### src/pkg/adcb_defs.vh
`ifndef ADCB_DEFS_VH
`define ADCB_DEFS_VH

// ****************************************
// Register offsets
// ****************************************
`define ADCB_ADDR_BURNOUT   4'h0
`define ADCB_ADDR_BIAS      4'h1
`define ADCB_ADDR_MONITOR   4'h2
`define ADCB_ADDR_GAINRATE  4'h3
`define ADCB_ADDR_OFC_LOW   4'h4
`define ADCB_ADDR_OFC_MID   4'h5
`define ADCB_ADDR_OFC_HIGH  4'h6
`define ADCB_ADDR_FSC_LOW   4'h7
`define ADCB_ADDR_FSC_MID   4'h8
`define ADCB_ADDR_FSC_HIGH  4'h9
`define ADCB_ADDR_REVISION  4'hA

// ****************************************
// Field positions
// ****************************************
`define ADCB_BURNOUT_MSB    7
`define ADCB_BURNOUT_LSB    6
`define ADCB_OSC_FLAG_BIT   7
`define ADCB_GAIN_MSB       6
`define ADCB_GAIN_LSB       4
`define ADCB_RATE_MSB       3
`define ADCB_RATE_LSB       0
`define ADCB_REV_MSB        7
`define ADCB_REV_LSB        4
`define ADCB_MODE_BIT       3

// ****************************************
// Reset values and fixed patterns
// ****************************************
`define ADCB_BURNOUT_RST    2'h0
`define ADCB_BURNOUT_FILL   6'h01
`define ADCB_BIAS_RST       2'h0
`define ADCB_MONITOR_RST    3'h0
`define ADCB_GAIN_RST       3'h0
`define ADCB_RATE_RST       4'h0
`define ADCB_OFC_RST        24'h000000
`define ADCB_MODE_RST       1'h0
`define ADCB_REVISION_CODE  4'h5

// ****************************************
// Monitor codes and rate limits
// ****************************************
`define ADCB_MON_NORMAL     3'h0
`define ADCB_MON_OFFSET     3'h1
`define ADCB_MON_GAINCAL    3'h2
`define ADCB_MON_TEMP       3'h3
`define ADCB_RATE_MAX_CODE  4'h9
`define ADCB_RATE_MAX_SPS   11'h7D0

// ****************************************
// Full-scale trim per gain code
// ****************************************
`define ADCB_TRIM_G0        24'h400000
`define ADCB_TRIM_G1        24'h400000
`define ADCB_TRIM_G2        24'h400000
`define ADCB_TRIM_G3        24'h400000
`define ADCB_TRIM_G4        24'h400000
`define ADCB_TRIM_G5        24'h400000
`define ADCB_TRIM_G6        24'h400000
`define ADCB_TRIM_G7        24'h400000

`endif

### src/hw/adcb_trim_rom.v
`include "adcb_defs.vh"
`default_nettype none

// ****************************************
// Factory full-scale trim store
// ****************************************
module adcb_trim_rom
(
  // Clock and reset
  input  wire        core_clk_in,
  input  wire        rst_n_in,
  input  wire        core_ce_in,
  // Read port
  input  wire        rd_en_in,
  input  wire [2:0]  gain_in,
  output reg  [23:0] trim_out
);

  // Trim value for one gain code
  function [23:0] trim_of;
    input [2:0] code;
    begin
      case (code)
        3'h0:    trim_of = `ADCB_TRIM_G0;
        3'h1:    trim_of = `ADCB_TRIM_G1;
        3'h2:    trim_of = `ADCB_TRIM_G2;
        3'h3:    trim_of = `ADCB_TRIM_G3;
        3'h4:    trim_of = `ADCB_TRIM_G4;
        3'h5:    trim_of = `ADCB_TRIM_G5;
        3'h6:    trim_of = `ADCB_TRIM_G6;
        default: trim_of = `ADCB_TRIM_G7;
      endcase
    end
  endfunction

  // Registered read, one cycle latency
  always @(posedge core_clk_in or negedge rst_n_in)
  begin
    if (!rst_n_in)
    begin
      trim_out <= `ADCB_TRIM_G0;
    end
    else if (core_ce_in && rd_en_in)
    begin
      trim_out <= trim_of(gain_in);
    end
  end

endmodule

`default_nettype wire

### src/hw/adcb_register_bank.v
`include "adcb_defs.vh"
`default_nettype none

module adcb_register_bank
#(
  parameter [3:0] REVISION = `ADCB_REVISION_CODE  // Arbitrary value
)
(
  // Clock, reset, enable
  input  wire        core_clk_in,
  input  wire        rst_n_in,
  input  wire        core_ce_in,
  // Register access port
  input  wire        reg_wr_in,
  input  wire        reg_rd_in,
  input  wire [3:0]  reg_addr_in,
  input  wire [7:0]  reg_wdata_in,
  output reg  [7:0]  reg_rdata_out,
  // Oscillator source pin
  input  wire        ext_osc_in,
  // Conversion and serial status
  input  wire        conv_done_in,
  input  wire        ready_clear_in,
  input  wire        shared_clear_in,
  input  wire        cs_active_in,
  input  wire        shift_active_in,
  input  wire        dout_data_in,
  // Ready pins
  output reg         data_ready_pin_n_out,
  output reg         shared_output_ready_pin_out,
  output reg         shared_output_ready_pin_oe_out,
  // Analog front end control
  output reg  [1:0]  burnout_current_select_out,
  output reg  [13:0] burnout_current_na_out,
  output reg  [1:0]  midsupply_bias_enable_out,
  output reg  [3:0]  input_connection_out,
  output reg  [2:0]  effective_gain_code_out,
  output reg  [7:0]  gain_factor_out,
  output reg  [3:0]  output_rate_select_out,
  output reg  [10:0] output_rate_sps_out,
  output reg  [23:0] offset_coefficient_out,
  output reg  [23:0] fullscale_coefficient_out
);

  // ****************************************
  // Local constants
  // ****************************************
  localparam [2:0] ST_IDLE  = 3'h1;
  localparam [2:0] ST_READY = 3'h2;
  localparam [2:0] ST_PULSE = 3'h4;

  // ****************************************
  // Functions
  // ****************************************

  // Ready pin sequencer shared by both pins
  function [2:0] ready_next;
    input [2:0] state;
    input       done;
    input       clear;
    begin
      case (state)
        ST_IDLE:
        begin
          ready_next = done ? ST_READY : ST_IDLE;
        end
        ST_READY:
        begin
          if (done)
            ready_next = ST_PULSE;
          else if (clear)
            ready_next = ST_IDLE;
          else
            ready_next = ST_READY;
        end
        ST_PULSE:
        begin
          ready_next = ST_READY;
        end
        default:
        begin
          ready_next = ST_IDLE;
        end
      endcase
    end
  endfunction

  // Pin level for a sequencer state, low means ready
  function ready_level;
    input [2:0] state;
    begin
      ready_level = (state != ST_READY);
    end
  endfunction

  // Samples per second for a rate code
  function [10:0] rate_sps;
    input [3:0] code;
    begin
      case (code)
        4'h0:    rate_sps = 11'h005;
        4'h1:    rate_sps = 11'h00A;
        4'h2:    rate_sps = 11'h014;
        4'h3:    rate_sps = 11'h028;
        4'h4:    rate_sps = 11'h050;
        4'h5:    rate_sps = 11'h0A0;
        4'h6:    rate_sps = 11'h140;
        4'h7:    rate_sps = 11'h280;
        4'h8:    rate_sps = 11'h3E8;
        default: rate_sps = `ADCB_RATE_MAX_SPS;
      endcase
    end
  endfunction

  // ****************************************
  // Storage
  // ****************************************
  reg        osc_meta;
  reg        osc_sync;
  reg [1:0]  burnout_sel;
  reg [1:0]  bias_en;
  reg [2:0]  monitor_sel;
  reg [2:0]  gain_sel;
  reg [3:0]  rate_sel;
  reg [23:0] offset_coeff;
  reg [23:0] fullscale_coeff;
  reg        ready_mode;
  reg        trim_pending;
  reg [2:0]  data_ready_pin_state;
  reg [2:0]  shared_state;
  reg [7:0]  next_rdata;

  wire        wr_hit;
  wire        gain_change;
  wire [23:0] trim_data;
  wire [2:0]  next_data_ready_pin_state;
  wire [2:0]  next_shared_state;
  wire        forced_unity;
  wire        monitor_active;
  wire [2:0]  next_gain;

  assign wr_hit = core_ce_in & reg_wr_in;

  // Reload only on a real change of the gain field
  // detect gain change
  assign gain_change = wr_hit & (reg_addr_in == `ADCB_ADDR_GAINRATE) &
                       (reg_wdata_in[`ADCB_GAIN_MSB:`ADCB_GAIN_LSB] != gain_sel);

  assign forced_unity = (monitor_sel == `ADCB_MON_GAINCAL) |
                        (monitor_sel == `ADCB_MON_TEMP) |
                        monitor_sel[2];
  assign next_gain    = forced_unity ? 3'h0 : gain_sel;

  assign monitor_active = (monitor_sel != `ADCB_MON_NORMAL);

  assign next_data_ready_pin_state   = ready_next(data_ready_pin_state, conv_done_in, ready_clear_in);
  assign next_shared_state = ready_next(shared_state, conv_done_in, shared_clear_in);

  // ****************************************
  // Trim store
  // ****************************************
  adcb_trim_rom u_trim_rom
  (
    .core_clk_in (core_clk_in),
    .rst_n_in    (rst_n_in),
    .core_ce_in  (core_ce_in),
    .rd_en_in    (gain_change),
    .gain_in     (reg_wdata_in[`ADCB_GAIN_MSB:`ADCB_GAIN_LSB]),
    .trim_out    (trim_data)
  );

  // ****************************************
  // Oscillator flag synchroniser
  // ****************************************

  // Pin is asynchronous, two stages before use
  always @(posedge core_clk_in or negedge rst_n_in)
  begin
    if (!rst_n_in)
    begin
      osc_meta <= 1'b0;
      osc_sync <= 1'b0;
    end
    else if (core_ce_in)
    begin
      osc_meta <= ext_osc_in;
      osc_sync <= osc_meta;
    end
  end

  // ****************************************
  // Register writes
  // ****************************************

  // Reserved bits are not stored, so bad patterns are harmless
  // reserved bits dropped
  always @(posedge core_clk_in or negedge rst_n_in)
  begin
    if (!rst_n_in)
    begin
      burnout_sel     <= `ADCB_BURNOUT_RST;
      bias_en         <= `ADCB_BIAS_RST;
      monitor_sel     <= `ADCB_MONITOR_RST;
      gain_sel        <= `ADCB_GAIN_RST;
      rate_sel        <= `ADCB_RATE_RST;
      offset_coeff    <= `ADCB_OFC_RST;
      fullscale_coeff <= `ADCB_TRIM_G0;
      ready_mode      <= `ADCB_MODE_RST;
      trim_pending    <= 1'b0;
    end
    else if (core_ce_in)
    begin
      trim_pending <= gain_change;
      if (wr_hit)
      begin
        case (reg_addr_in)
          `ADCB_ADDR_BURNOUT:
            burnout_sel <= reg_wdata_in[`ADCB_BURNOUT_MSB:`ADCB_BURNOUT_LSB];
          `ADCB_ADDR_BIAS:
            bias_en <= reg_wdata_in[1:0];
          `ADCB_ADDR_MONITOR:
            monitor_sel <= reg_wdata_in[2:0];
          `ADCB_ADDR_GAINRATE:
          begin
            gain_sel <= reg_wdata_in[`ADCB_GAIN_MSB:`ADCB_GAIN_LSB];
            rate_sel <= reg_wdata_in[`ADCB_RATE_MSB:`ADCB_RATE_LSB];
          end
          `ADCB_ADDR_OFC_LOW:  offset_coeff[7:0]   <= reg_wdata_in;
          `ADCB_ADDR_OFC_MID:  offset_coeff[15:8]  <= reg_wdata_in;
          `ADCB_ADDR_OFC_HIGH: offset_coeff[23:16] <= reg_wdata_in;
          `ADCB_ADDR_FSC_LOW:  fullscale_coeff[7:0]   <= reg_wdata_in;
          `ADCB_ADDR_FSC_MID:  fullscale_coeff[15:8]  <= reg_wdata_in;
          `ADCB_ADDR_FSC_HIGH: fullscale_coeff[23:16] <= reg_wdata_in;
          `ADCB_ADDR_REVISION:
            ready_mode <= reg_wdata_in[`ADCB_MODE_BIT];
          default:
            ready_mode <= ready_mode;
        endcase
      end
      // Trim reload wins over a host write in the same cycle
      // reload full-scale
      if (trim_pending)
      begin
        fullscale_coeff <= trim_data;
      end
    end
  end

  // ****************************************
  // Register reads
  // ****************************************

  // Unmapped offsets read as zero
  always @*
  begin
    next_rdata = 8'h00;
    case (reg_addr_in)
      `ADCB_ADDR_BURNOUT:  next_rdata = {burnout_sel, `ADCB_BURNOUT_FILL};
      `ADCB_ADDR_BIAS:     next_rdata = {6'h00, bias_en};
      `ADCB_ADDR_MONITOR:  next_rdata = {osc_sync, 4'h0, monitor_sel};
      `ADCB_ADDR_GAINRATE: next_rdata = {1'b0, gain_sel, rate_sel};
      `ADCB_ADDR_OFC_LOW:  next_rdata = offset_coeff[7:0];
      `ADCB_ADDR_OFC_MID:  next_rdata = offset_coeff[15:8];
      `ADCB_ADDR_OFC_HIGH: next_rdata = offset_coeff[23:16];
      `ADCB_ADDR_FSC_LOW:  next_rdata = fullscale_coeff[7:0];
      `ADCB_ADDR_FSC_MID:  next_rdata = fullscale_coeff[15:8];
      `ADCB_ADDR_FSC_HIGH: next_rdata = fullscale_coeff[23:16];
      `ADCB_ADDR_REVISION: next_rdata = {REVISION, ready_mode, 3'h0};
      default:             next_rdata = 8'h00;
    endcase
  end

  // Read data held until the next read
  always @(posedge core_clk_in or negedge rst_n_in)
  begin
    if (!rst_n_in)
    begin
      reg_rdata_out <= 8'h00;
    end
    else if (core_ce_in && reg_rd_in)
    begin
      reg_rdata_out <= next_rdata;
    end
  end

  // ****************************************
  // Ready pin sequencing
  // ****************************************

  // Two sequencers, as the pins are released by different events
  always @(posedge core_clk_in or negedge rst_n_in)
  begin
    if (!rst_n_in)
    begin
      data_ready_pin_state   <= ST_IDLE;
      shared_state <= ST_IDLE;
    end
    else if (core_ce_in)
    begin
      data_ready_pin_state   <= next_data_ready_pin_state;
      shared_state <= next_shared_state;
    end
  end

  // Pin drivers
  always @(posedge core_clk_in or negedge rst_n_in)
  begin
    if (!rst_n_in)
    begin
      data_ready_pin_n_out           <= 1'b1;
      shared_output_ready_pin_out    <= 1'b1;
      shared_output_ready_pin_oe_out <= 1'b0;
    end
    else if (core_ce_in)
    begin
      data_ready_pin_n_out <= ready_level(next_data_ready_pin_state);
      // Pin floats while the port is deselected
      shared_output_ready_pin_oe_out <= cs_active_in;
      if (ready_mode && !shift_active_in)
        shared_output_ready_pin_out <= ready_level(next_shared_state);
      else
        shared_output_ready_pin_out <= dout_data_in;
    end
  end

  // ****************************************
  // Front end control outputs
  // ****************************************

  // Decoded one cycle after the register changes
  always @(posedge core_clk_in or negedge rst_n_in)
  begin
    if (!rst_n_in)
    begin
      burnout_current_select_out <= `ADCB_BURNOUT_RST;
      burnout_current_na_out     <= 14'h0000;
      midsupply_bias_enable_out  <= `ADCB_BIAS_RST;
      input_connection_out       <= 4'h1;
      effective_gain_code_out    <= `ADCB_GAIN_RST;
      gain_factor_out            <= 8'h01;
      output_rate_select_out     <= `ADCB_RATE_RST;
      output_rate_sps_out        <= 11'h005;
      offset_coefficient_out     <= `ADCB_OFC_RST;
      fullscale_coefficient_out  <= `ADCB_TRIM_G0;
    end
    else if (core_ce_in)
    begin
      burnout_current_select_out <= burnout_sel;
      case (burnout_sel)
        2'h1:    burnout_current_na_out <= 14'h01F4;
        2'h2:    burnout_current_na_out <= 14'h07D0;
        2'h3:    burnout_current_na_out <= 14'h2710;
        default: burnout_current_na_out <= 14'h0000;
      endcase
      midsupply_bias_enable_out <= monitor_active ? 2'h0 : bias_en;
      case (monitor_sel)
        `ADCB_MON_NORMAL:  input_connection_out <= 4'h1;
        `ADCB_MON_OFFSET:  input_connection_out <= 4'h2;
        `ADCB_MON_GAINCAL: input_connection_out <= 4'h4;
        `ADCB_MON_TEMP:    input_connection_out <= 4'h8;
        default:           input_connection_out <= 4'h0;
      endcase
      effective_gain_code_out <= next_gain;
      gain_factor_out <= 8'h01 << next_gain;
      if (rate_sel > `ADCB_RATE_MAX_CODE)
        output_rate_select_out <= `ADCB_RATE_MAX_CODE;
      else
        output_rate_select_out <= rate_sel;
      output_rate_sps_out       <= rate_sps(rate_sel);
      offset_coefficient_out    <= offset_coeff;
      fullscale_coefficient_out <= fullscale_coeff;
    end
  end

endmodule

`default_nettype wire

### config.mk
export PLATFORM = sky130hd
export DESIGN_NAME = adcb_register_bank
export DESIGN_NICKNAME = d
export VERILOG_FILES = /design/src/hw/adcb_trim_rom.v /design/src/hw/adcb_register_bank.v
export VERILOG_INCLUDE_DIRS = /design/src /design/src/pkg
export SDC_FILE = /design/constraint.sdc
export NUM_CORES = 1
export LEC_CHECK = 0
export ABC_CLOCK_PERIOD_IN_PS = 2450
export BUFFER_PORTS_ARGS = -buffer_cell sky130_fd_sc_hd__buf_2
export CAP_MARGIN = 25
export CELL_PAD_IN_SITES_DETAIL_PLACEMENT = 1
export CELL_PAD_IN_SITES_GLOBAL_PLACEMENT = 1
export CORE_MARGIN = 8
export CORE_UTILIZATION = 49
export CTS_CLUSTER_DIAMETER = 200
export DETAILED_ROUTE_END_ITERATION = 8
export PLACE_DENSITY = 0.84
export SYNTH_ARGS = -nofsm -noshare
export SYNTH_HDL_FRONTEND = slang
export SYNTH_SLANG_ARGS = --single-unit
### constraint.sdc
create_clock -name core_clk_in -period 2.45 [get_ports core_clk_in]
set_input_delay 0.245 -clock core_clk_in [delete_from_list [all_inputs] [get_ports core_clk_in]]
set_output_delay 0.245 -clock core_clk_in [all_outputs]
set_load 0.1 [all_outputs]
; ---- Yosys cells after proc, flatten, opt, wreduce, memory -nomap -nowiden
; Memories as Yosys holds them, arrays and structs flattened. A register that Yosys moved wholly into a read port is not among the register bits.
; Cells that the tools add are included.
[totals]
ff_bits = 168
latchBits = 0
ramBits = 0
rom_bits = 176
in_bits = 24
output_inout_bits = 107
elab_cells = 104
memories = 1
[op_classes]
add_sub_neg = 0
multipliers = 0
div = 0
n_lt_le_gt_ge = 1
eq_ne = 25
shift = 1
muxes = 19
n_bitwise = 5
reduce_logical = 22
[memory_table]
columns = name, depth, width, rd, rd_ports_with_merged_regs, wr, line
row1 = (no name shown), 16, 11, 1, 1, 0, adcb_register_bank.v:100  ; case (code)
[op_table]
columns = operator, count
row1 = $pmux 8 s11, 1
row2 = $mux 24, 2
row3 = $pmux 14 s3, 1
row4 = $reduce_and 3->1, 11
row5 = $mux 8, 3
row6 = $pmux 3 s3, 2
row7 = $eq 4x3->1 const B, 4
row8 = $pmux 4 s4, 1
row9 = $eq 3x2->1 const B, 4
row10 = $eq 4x4->1 const B, 3
row11 = $eq 3x1->1 const B, 3
row12 = $mux 3, 3
row13 = $eq 4x2->1 const B, 2
row14 = $mux 2, 4
row15 = $reduce_bool 2->1, 4
row16 = $shl 1x3->8 const A, 1
row17 = $eq 3x3->1 const B, 2
row18 = $ne 3x2->1 const B, 2
row19 = $eq 2x2->1 const B, 2
row20 = $eq 4x1->1 const B, 1
row21 = $gt 4x4->1 const B, 1
row22 = $logic_not 4->1, 1
row23 = $mux 4, 1
row24 = $and 1x1->1, 3
row25 = other kinds (8), 11

; ---- Longest topological paths before layout
; Gate-level depths: netlist of run 1.
[logic_depth]
ltp_word = 5
depth_mapped = 7

; ---- Modules after synthesis
; From an unflattened synthesis of run 1, not the netlist that was laid out.
[unflattened]
cells_unflattened = 690
area_unflattened_um2 = 8041.5
[modules_own_cells]
columns = module, n_inst, cells_each, area_each_um2
row1 = adcb_register_bank, 1, 664, 7853.8
row2 = adcb_trim_rom, 1, 26, 187.7

; ---- Worst setup path before layout of run 1
; Ideal clock, no wire load.
[synth_path]
path_kind = register -> output
start = reg burnout_current_na_out[10]
end = out burnout_current_na_out[10]
arrival_ns = 1.340
t_required_ns = 2.205
path_slack_ns = 0.865
stages_incl_launch_ff = 2
path_buffers = 1
path_cell_list = dfrtp_1 > buf_4
[synth_lines]
columns = element, line
row1 = from (decl), adcb_register_bank.v:34  ; output reg [13:0] burnout_current_na_out,
row2 = from (signal assigned), adcb_register_bank.v:336  ; burnout_current_na_out <= 14'h0000;
row3 = from (signal assigned), adcb_register_bank.v:350  ; 2'h1: burnout_current_na_out <= 14'h01F4;
row4 = from (signal assigned), adcb_register_bank.v:351  ; 2'h2: burnout_current_na_out <= 14'h07D0;
; No word-level cell between the ends.

; ---- Worst setup path in the final report of run 1
[layout_path]
start = reg trim_pending
end = reg fullscale_coeff[1]
[layout_between]
elab_chain_cells = 2
elab_cells_between_ends = 4
cone_classes = mux (1) / reduce/logical (3)
[layout_lines]
columns = element, line
row1 = from (decl), adcb_register_bank.v:128  ; reg trim_pending;
row2 = from (signal assigned), adcb_register_bank.v:213  ; trim_pending <= gain_change;
row3 = $reduce_bool 2->1 (no source line), --
row4 = $reduce_and 3->1 (no source line), --
row5 = to (signal assigned), adcb_register_bank.v:207  ; fullscale_coeff <= `ADCB_TRIM_G0;
row6 = to (signal assigned), adcb_register_bank.v:231  ; `ADCB_ADDR_FSC_LOW: fullscale_coeff[7:0] <= reg_wdata_in;
row7 = to (signal assigned), adcb_register_bank.v:244  ; fullscale_coeff <= trim_data;
row8 = to (decl), adcb_register_bank.v:126  ; reg [23:0] fullscale_coeff;
; Several ways; a longest one is shown, not always the timed one.
; A chain may end at the register's enable or synchronous reset.

==> qor.yml, run 1 <==
status: "completed"
peakVddDrop_uv: 740
placed_cells: 914
drtAntennaViolNets: 0
grt_pass1_vias: 5883
area.sequential_um2: 4270
clk_pin_slew_worst_paths_ps: 60
layout-drive-gt1-share_pct: 42.7
antenna_found_initial: 0
num_rows: 45
grt_usage_pct: 22.7
fin_cells: 947
cts_root_buf: "clkbuf_16"
wire_per_inst_um: 23.3
core_area_um2: 15300
leakage_nw: 4.25
synth_cells: 612
period_needed_ps: 1670
max-cap-violations: 0
critical-path-top-delay-family: "flip-flops"
finClkSkew_ps: 5.78
place_hpwl_um: 15700
clk_path_buf_depth: 2
cp_cell_sequence: "a31oi_2 -> nor2_4 -> mux2_2"
grt.overflow.total: 0
cp-end-kind: "register"
syn2layout_area_growth_pct: 17.4
multi_input_area_um2: 3070
finalMaxSlewViolations: 0
io_buffers: 125
syn_avg_cell_area_um2: 12.5
die_h_um: 141
synth_ff_type: "dfrtp_1"
arrival_ps: 1980
seq_area_frac_synth_pct: 55.6
layout_common_cells: "dfrtp_1, mux2_2, buf_2"
fin_setup_tns_ps: 0
grt_first_pass_wirelength_um: 35000
cts_inserted_buffers: 17
slowest_stage: "dfrtp_1"
drtIter0Drc: 386
worstMarginPinSlew_ps: 716
cts_htree_levels: 4
route.vias.total: 5435
die-area_um2: 19900
postCtsSetupBuffers: 0
cts_sinks: 170
cp_max_fo: 13
diodes: 0
max-slew-margin-rel_pct: 52.2
wl_um: 22100
hold_violations: 0
hp-class: "in2reg"
routabilityCongestion: 0.995
fmax_mhz: 600
start_kind: "register"
final_common_cell: "dfrtp_1"
synth_edf_count: 0
synth-async-reset-ratio_pct: 100
rsz0062_at_grt: "false"
final_nets: 751
yosys_warnings: 0
required_ps: 2760
die_w_um: 141
ys_seq_elements: 170
grt_max_degree: 68
ys_types: 62
slowest_delay_ps: 760
n_fill_cell: 1578
final-setup-viol-count: 0
cp.buffers_inverters: 0
cts_tree: "built"
path_class: "reg2reg"
floorplan.initialDensity_pct: 50.3
firstDrtPassIters: 5
io_pins: 131
drt_drc_violations_left: 0
power.density_nw_per_um2: 1280
synth_area_um2: 7670
viasPerCell: 5.74
period_share_pct: 68.0
clkLatencyLatePin_ps: 430
## cell type report
type / count / share of cell area [%]
tap: 211 / 2.93
clock buffer: 20 / 4.85
inverter: 22 / 0.917
timing repair buffer: 135 / 8.18
sequential: 170 / 47.4
multi-input combinational: 377 / 34.1
clock inverter: 12 / 1.64
## timing repair
action,4_1_cts,5_1_grt
gates resized for setup,0,0
endpoints found under the setup margin,0,0
hold endpoints to repair,57,0
hold buffers,1,0
## state kept, by name, summed over array words and instances (netlist names), 3 cells and up
register	flops
burnout_current_na_out	5
data_ready_pin_state	3
effective_gain_code_out	3
fullscale_coeff	24
fullscale_coefficient_out	24
gain_factor_out	8
gain_sel	3
input_connection_out	4
monitor_sel	3
offset_coeff	24
offset_coefficient_out	24
output_rate_select_out	4
output_rate_sps_out	11
rate_sel	4
reg_rdata_out	8
shared_state	3
## layer usage
metal  track usage (%)  vias to the layer above  wire, um
li1                  -                     2404         -
met1              29.4                     2824      9530
met2              36.8                      175     10800
met3              5.06                       32      1280
met4              8.48                        0       454
met5                 0                        -         0
## path summary, 6_finish.rpt
check / startpoint / end / slack (ps) / cells past startpoint
max in group asynchronous: rst_n_in / offset_coefficient_out[17] / 1310 / 3
worst max-delay path: trim_pending / fullscale_coeff[1] / 780 / 3
worst max register to register: trim_pending / fullscale_coeff[1] / 780 / 3
worst min-delay path: ext_osc_in / osc_meta / 50 / 2
min in group asynchronous: rst_n_in / gain_factor_out[6] / 350 / 2
worst min register to register: output_rate_sps_out[2] / output_rate_sps_out[2] / 490 / 2
## cell usage after synthesis (5+ instances only)
library cell,n,area [um^2]
buf_2,18,90.1
a31oi_1,9,56.3
nor2b_1,14,87.6
nand2_1,30,113
dfrtp_1,160,4000
a32oi_1,8,70.1
buf_4,11,82.6
clkbuf_1,12,45.0
mux2i_1,9,90.1
o31ai_1,6,45.0
nand3b_1,8,60.1
inv_1,21,78.8
nor3_1,6,30.0
nor2_1,24,90.1
o21ai_0,20,100
nand3_1,11,55.1
a21oi_1,18,90.1
dfstp_2,10,263
nand2b_1,5,31.3
mux2_2,128,1440
o2bb2ai_1,7,61.3
## through the flow
step                      hold WS, ps  util (%)  power [W]  setup slack, ps  cell area (um^2)
after global placement            280      55.1    0.00870              494              8410
after detailed placement          301      55.1    0.00885              431              8410
after floorplan                 -50.6         -    0.00786              865              7680
after CTS                        38.5      59.0     0.0116              798              9000
final                            51.3      59.0     0.0115              784              9000
after global routing             51.9      59.0     0.0119              718              9000
## power by group
part           total (W)  internal (W)  switching, W
combinational    0.00468      0.000929       0.00375
sequential       0.00413       0.00350      0.000630
clock            0.00272       0.00160       0.00112
total             0.0115       0.00603       0.00550
## logic make-up after synthesis
group	synth area share, %
multiplexers	20.3
AND/OR/NAND/NOR	8.85
flip-flops	55.6
adder cells (fa/ha/maj)	0.653
XOR/XNOR	0.457
buffers and inverters	4.50
other	0.0489
AO/OA/AOI/OAI	9.58
(Power assumes the default switching activity.)
==> run 2: changes to the inputs <==
--- a/config.mk
+++ b/config.mk
@@ -6,16 +6,16 @@
 export SDC_FILE = /design/constraint.sdc
 export NUM_CORES = 1
 export LEC_CHECK = 0
-export ABC_CLOCK_PERIOD_IN_PS = 2450
+export ABC_CLOCK_PERIOD_IN_PS = 1700
 export BUFFER_PORTS_ARGS = -buffer_cell sky130_fd_sc_hd__buf_2
 export CAP_MARGIN = 25
 export CELL_PAD_IN_SITES_DETAIL_PLACEMENT = 1
 export CELL_PAD_IN_SITES_GLOBAL_PLACEMENT = 1
 export CORE_MARGIN = 8
-export CORE_UTILIZATION = 49
+export CORE_UTILIZATION = 45
 export CTS_CLUSTER_DIAMETER = 200
 export DETAILED_ROUTE_END_ITERATION = 8
-export PLACE_DENSITY = 0.84
+export PLACE_DENSITY = 0.77
 export SYNTH_ARGS = -nofsm -noshare
 export SYNTH_HDL_FRONTEND = slang
 export SYNTH_SLANG_ARGS = --single-unit
==> constraint.sdc (replaced) <==
create_clock -name core_clk_in -period 1.7 [get_ports core_clk_in]
set_input_delay 0.17 -clock core_clk_in [delete_from_list [all_inputs] [get_ports core_clk_in]]
set_output_delay 0.17 -clock core_clk_in [all_outputs]
set_load 0.1 [all_outputs]
==> run 2 against run 1 <==
Final cell count up 4.1%. Sequential cell count unchanged. Combinational power up 46%. Design area up 3.5%. First-iteration DRC count down 18%. Largest cell class unchanged. Via count up 1.5%. Global-route usage down 0.39 points. Worst hold slack better by 29 ps. Register-to-register slack worse by 620 ps. Setup slack worse by 650 ps. Total power up 44%.
==> qor.yml, run 2 (synthesized netlist as in run 1, its figures left out) <==
arrival_ps: 1390  # was 1980 ps
period_share_pct: 91.8
num_rows: 47  # was 45
die_w_um: 147  # was 141 um
worstRegToRegCells: 2  # was 3
cts_root_buf: "clkbuf_16"  # unchanged
finalMaxSlewViolations: 0  # unchanged
post-route-util_pct: 56.0  # was 59.0%
wl_um: 23200  # was 22100 um
r2r_end: "fullscale_coeff[11]"  # was fullscale_coeff[1]
peakVddDrop_uv: 1390  # was 740 uV
core_area_um2: 16600  # was 15300 um^2
path_class: "reg2out"  # was reg2reg
syn2layout_area_growth_pct: 21.6  # was 17.4%
route.vias.total: 5518  # was 5435
cts_htree_levels: 4  # unchanged
grt_max_degree: 72  # was 68
fmax_mhz: 641
grt_first_pass_wirelength_um: 37300  # was 35000 um
cp-end-kind: "primary output"  # was register
rsz0062_at_grt: "false"  # unchanged
layout_common_cells: "dfrtp_1, mux2_2, buf_2"  # unchanged
cp.depth: 1  # was 3
start_kind: "register"  # unchanged
grt.overflow.total: 0  # unchanged
ctsResizeCount: 0  # unchanged
clkLatencyLatePin_ps: 430  # about the same
status: "completed"  # unchanged
slowest_stage: "dfstp_2"  # was dfrtp_1
clk_path_buf_depth: 2  # unchanged
max-cap-violations: 0  # unchanged
drt_drc_violations_left: 0  # unchanged
crit_path_end: "output_rate_sps_out[0]"  # was fullscale_coeff[1]
total_power_w: 0.0166  # was 0.0115 W
worstMarginPinSlew_ps: 526  # was 716 ps
grt_pass1_vias: 6215  # was 5883
postCtsSetupBuffers: 0  # unchanged
cts_tree: "built"  # unchanged
r2r_setup_slack_ps: 160  # was 780 ps
place_ws_ps: -4.02  # was 431 ps
final_nets: 781  # was 751
floorplan.initialDensity_pct: 46.1  # was 50.3%
firstDrtPassIters: 4  # was 5
antenna_found_initial: 0  # unchanged
final_common_cell: "dfrtp_1"  # unchanged
crit_path_start: "output_rate_sps_out[0]"  # was trim_pending
die_h_um: 147  # was 141 um
diodes: 0  # unchanged
slowest_delay_ps: 540  # was 760 ps
power.density_nw_per_um2: 1780  # was 1280 nW/um^2
leakage_nw: 4.42  # was 4.25 nW
r2r-start: "trim_pending"  # unchanged
final-setup-viol-count: 0  # unchanged
place_hpwl_um: 17200  # was 15700 um
hp-class: "in2reg"  # unchanged
io_buffers: 125  # unchanged
grt_usage_pct: 22.3  # was 22.7%
fin_hold_ws_ps: 80.4  # was 51.3 ps
cp_cell_sequence: "buf_2"  # was a31oi_2 -> nor2_4 -> mux2_2
drtIter0Drc: 317  # was 386
viasPerCell: 5.60  # was 5.74
max-slew-margin-rel_pct: 65.0  # was 52.2%
cts_sinks: 170  # unchanged
hold_violations: 0  # unchanged
setup_ws_ps: 139  # was 784 ps
routabilityCongestion: 0.907  # was 0.995
wire_per_inst_um: 23.5  # was 23.3 um
cts_inserted_buffers: 17  # unchanged
die-area_um2: 21500  # was 19900 um^2
drtAntennaViolNets: 0  # unchanged
clk_pin_slew_worst_paths_ps: 70  # was 60 ps
cp_max_fo: 2  # was 13
layout-drive-gt1-share_pct: 45.0  # was 42.7%
period_needed_ps: 1560
critical-path-top-delay-family: "flip-flops"  # unchanged
io_pins: 131  # unchanged
required_ps: 1530  # was 2760 ps
cp.buffers_inverters: 1  # was 0
finClkSkew_ps: 13.2  # was 5.78 ps
## run 2: layout make-up
cell class,count,area [um^2]
sequential,170,4270
tap,220,275
inverter,22,82.6
timing repair buffer,165,1040
clock buffer,19,453
multi-input combinational,377,3070
fill,1734,7320
clock inverter,13,130
## run 2: repair_timing
action / 4_1_cts / 5_1_grt
hold endpoints to repair: 162 / 0
setup endpoints to repair: 0 / 0
hold buffers: 3 / 0
## run 2: report_power, final
group	internal [W]	switching, W	leakage (nW)	total, W
combinational	0.00139	0.00546	1.99	0.00685
sequential	0.00504	0.000870	2.14	0.00591
clock	0.00214	0.00170	0.292	0.00384
## run 2: routing by layer
layer	track usage (%)	vias to the layer above	part of all wire, %
li1	-	2469	-
met1	28.0	2859	43
met2	37.2	160	50
met3	4.85	30	4.7
met4	8.14	0	2.3
met5	0	-	0
## run 2: metrics by stage
step                TNS, ps  cells  area (um^2)
CTS                       0    986         9320
detailed placement    -4.02    951         8710
floorplan                 0    616         7680
global route              0    986         9320
finish                    0    986         9320
global placement          0    951         8710
## run 2: worst min path at each step
stage / depth (start not counted) / slack (ps) / end / startpoint
3_5_place_dp: 1 / -5 / offset_coefficient_out[10] / rst_n_in
4_1_cts: 3 / 70 / shared_output_ready_pin_out / dout_data_in
3_3_place_gp: 1 / -6 / offset_coefficient_out[13] / rst_n_in
2_1_floorplan: 0 / -130 / bias_en[0] / rst_n_in
6_report: 3 / 80 / shared_output_ready_pin_out / dout_data_in
5_1_grt: 3 / 100 / shared_output_ready_pin_out / dout_data_in
==> run 3: changes to the inputs <==
--- a/config.mk
+++ b/config.mk
@@ -6,7 +6,7 @@
 export SDC_FILE = /design/constraint.sdc
 export NUM_CORES = 1
 export LEC_CHECK = 0
-export ABC_CLOCK_PERIOD_IN_PS = 1700
+export ABC_CLOCK_PERIOD_IN_PS = 1450
 export BUFFER_PORTS_ARGS = -buffer_cell sky130_fd_sc_hd__buf_2
 export CAP_MARGIN = 25
 export CELL_PAD_IN_SITES_DETAIL_PLACEMENT = 1
==> constraint.sdc (replaced) <==
create_clock -name core_clk_in -period 1.45 [get_ports core_clk_in]
set_input_delay 0.145 -clock core_clk_in [delete_from_list [all_inputs] [get_ports core_clk_in]]
set_output_delay 0.145 -clock core_clk_in [all_outputs]
set_load 0.1 [all_outputs]
==> run 3 against run 2 <==
Count of clock-buffer cells in the layout is 1 lower. Die area unchanged. First-iteration DRC count decreased by 10%. Register-to-register slack got worse by 150 ps. Total power increased by 21%. Critical path type is now reg2reg.
==> qor.yml, run 3 (synthesized netlist as in run 1, its figures left out) <==
arrival_ps: 1780  # was 1390 ps
layout-drive-gt1-share_pct: 47.8  # was 45.0%
path_class: "reg2reg"  # was reg2out
cp.buffers_inverters: 0  # was 1
required_ps: 1790  # was 1530 ps
critical-path-top-delay-family: "flip-flops"  # unchanged
final-setup-viol-count: 0  # unchanged
cts_root_buf: "clkbuf_16"  # unchanged
design_area_um2: 9660  # was 9320 um^2
wl_um: 23500  # was 23200 um
clk_pin_slew_worst_paths_ps: 70  # about the same
core_area_um2: 16600  # unchanged
io_buffers: 125  # unchanged
grt.overflow.total: 0  # unchanged
cts_inserted_buffers: 17  # unchanged
leakage_nw: 4.59  # was 4.42 nW
start_kind: "register"  # unchanged
slowest_stage: "dfstp_2"  # unchanged
period_share_pct: 99.1
num_rows: 47  # unchanged
antenna_found_initial: 0  # unchanged
finalMaxSlewViolations: 0  # unchanged
die_w_um: 147  # unchanged
drtAntennaViolNets: 0  # unchanged
drtIter0Drc: 285  # was 317
cts_htree_levels: 4  # unchanged
layout_common_cells: "dfrtp_1, mux2_2, buf_2"  # unchanged
finClkSkew_ps: 7.55  # was 13.2 ps
grt_max_degree: 58  # was 72
firstDrtPassIters: 4  # unchanged
syn2layout_area_growth_pct: 26.0  # was 21.6%
final_nets: 805  # was 781
slowest_delay_ps: 590  # was 540 ps
clkLatencyLatePin_ps: 420  # was 430 ps
peakVddDrop_uv: 1200  # was 1390 uV
cp_cell_sequence: "mux2_2 -> a21oi_1 -> a2bb2oi_1"  # was buf_2
fin_cells: 1010  # was 986
die_h_um: 147  # unchanged
cts_sinks: 170  # unchanged
die-area_um2: 21500  # unchanged
power.density_nw_per_um2: 2080  # was 1780 nW/um^2
routabilityCongestion: 0.959  # was 0.907
grt_first_pass_wirelength_um: 37800  # was 37300 um
placed_area_um2: 8940  # was 8710 um^2
max-slew-margin-rel_pct: 64.3  # was 65.0%
clk_path_buf_depth: 2  # unchanged
route.vias.total: 5536  # was 5518
viasPerCell: 5.48  # was 5.60
floorplan.initialDensity_pct: 46.1  # unchanged
fmax_mhz: 696
grt_usage_pct: 22.7  # was 22.3%
post-route-util_pct: 58.1  # was 56.0%
drt_drc_violations_left: 0  # unchanged
cp-end-kind: "register"  # was primary output
cts_tree: "built"  # unchanged
worstMarginPinSlew_ps: 532  # was 526 ps
total_power_w: 0.0201  # was 0.0166 W
period_needed_ps: 1440
place_hpwl_um: 17700  # was 17200 um
wire_per_inst_um: 23.3  # was 23.5 um
diodes: 0  # unchanged
cp_max_fo: 7  # was 2
status: "completed"  # unchanged
placed_cells: 973  # was 951
io_pins: 131  # unchanged
final_common_cell: "dfrtp_1"  # unchanged
hold_violations: 0  # unchanged
grt_pass1_vias: 6191  # was 6215
hp-class: "in2reg"  # unchanged
max-cap-violations: 0  # unchanged
## run 3: cell types whose count changed in the layout (fill, tap and decap cells not counted), moves of 2 or more
| cell | change |
|---|---|
| bufinv_16 | +3 |
| buf_2 | -8 |
| buf_12 | +5 |
| buf_4 | +26 |
| nor2_1 | -2 |
| dfrtp_2 | +6 |
| nor2_2 | +2 |
| inv_6 | -2 |
| dfrtp_1 | -6 |
## run 3: worst reg2reg max path, cell delays in order (launching register included)
cell and delay, ps:
dfstp_2 590, mux2_2 360, a21oi_1 190, a2bb2oi_1 210
## run 3: area by class of cell
class                   instances  area, um^2
multi-input cells             377        3080
repair buffers                189        1310
flip-flops and latches        170        4270
clock buffers                  18         439
clock inverters                14         205
inverters                      22        82.6
well taps                     220         275
fillers                      1777        6980
## run 3: what timing repair did
item / 4_1_cts / 5_1_grt
endpoints found under the hold margin: 157 / 0
pin swaps: 0 / 2
setup buffers: 0 / 2
setup endpoints to repair: 6 / 8
resized for setup: 6 / 5
hold buffers: 3 / 0
## run 3: final timing paths
kind | start | to | slack (ps) | depth (start not counted)
max | shared_state[0] | shared_state[0] | 10 | 3
min | dout_data_in | shared_output_ready_pin_out | 40 | 3
max reg2reg | shared_state[0] | shared_state[0] | 10 | 3
min reg2reg | output_rate_sps_out[0] | output_rate_sps_out[0] | 490 | 2
max in group asynchronous | rst_n_in | fullscale_coefficient_out[22] | 620 | 3
min in group asynchronous | rst_n_in | offset_coefficient_out[14] | 210 | 2
## run 3: routing by layer
layer	part of all wire (%)	vias up	track usage (%)	wire length [um]
met5	0	-	0	0
met4	1.1	0	6.13	258
met3	4.2	21	5.07	997
met2	51	134	39.2	12100
met1	43	2861	28.0	10200
li1	-	2520	-	-
## run 3: per-stage QoR
step	worst slack [ps]	setup TNS, ps	hold slack (ps)
2_1_floorplan	112	0	-151
3_3_place_gp	-190	-7900	88.2
3_5_place_dp	-235	-10150	90.1
4_1_cts	1.35	0	18.9
5_1_grt	-1.79	-1.79	27.0
6_report	13.3	0	35.4
## run 3: where the power goes
group          leakage [nW]  total (W)  switching, W  internal, W
sequential             2.14    0.00693       0.00102      0.00592
combinational          2.14    0.00820       0.00642      0.00178
clock                 0.314    0.00499       0.00202      0.00297
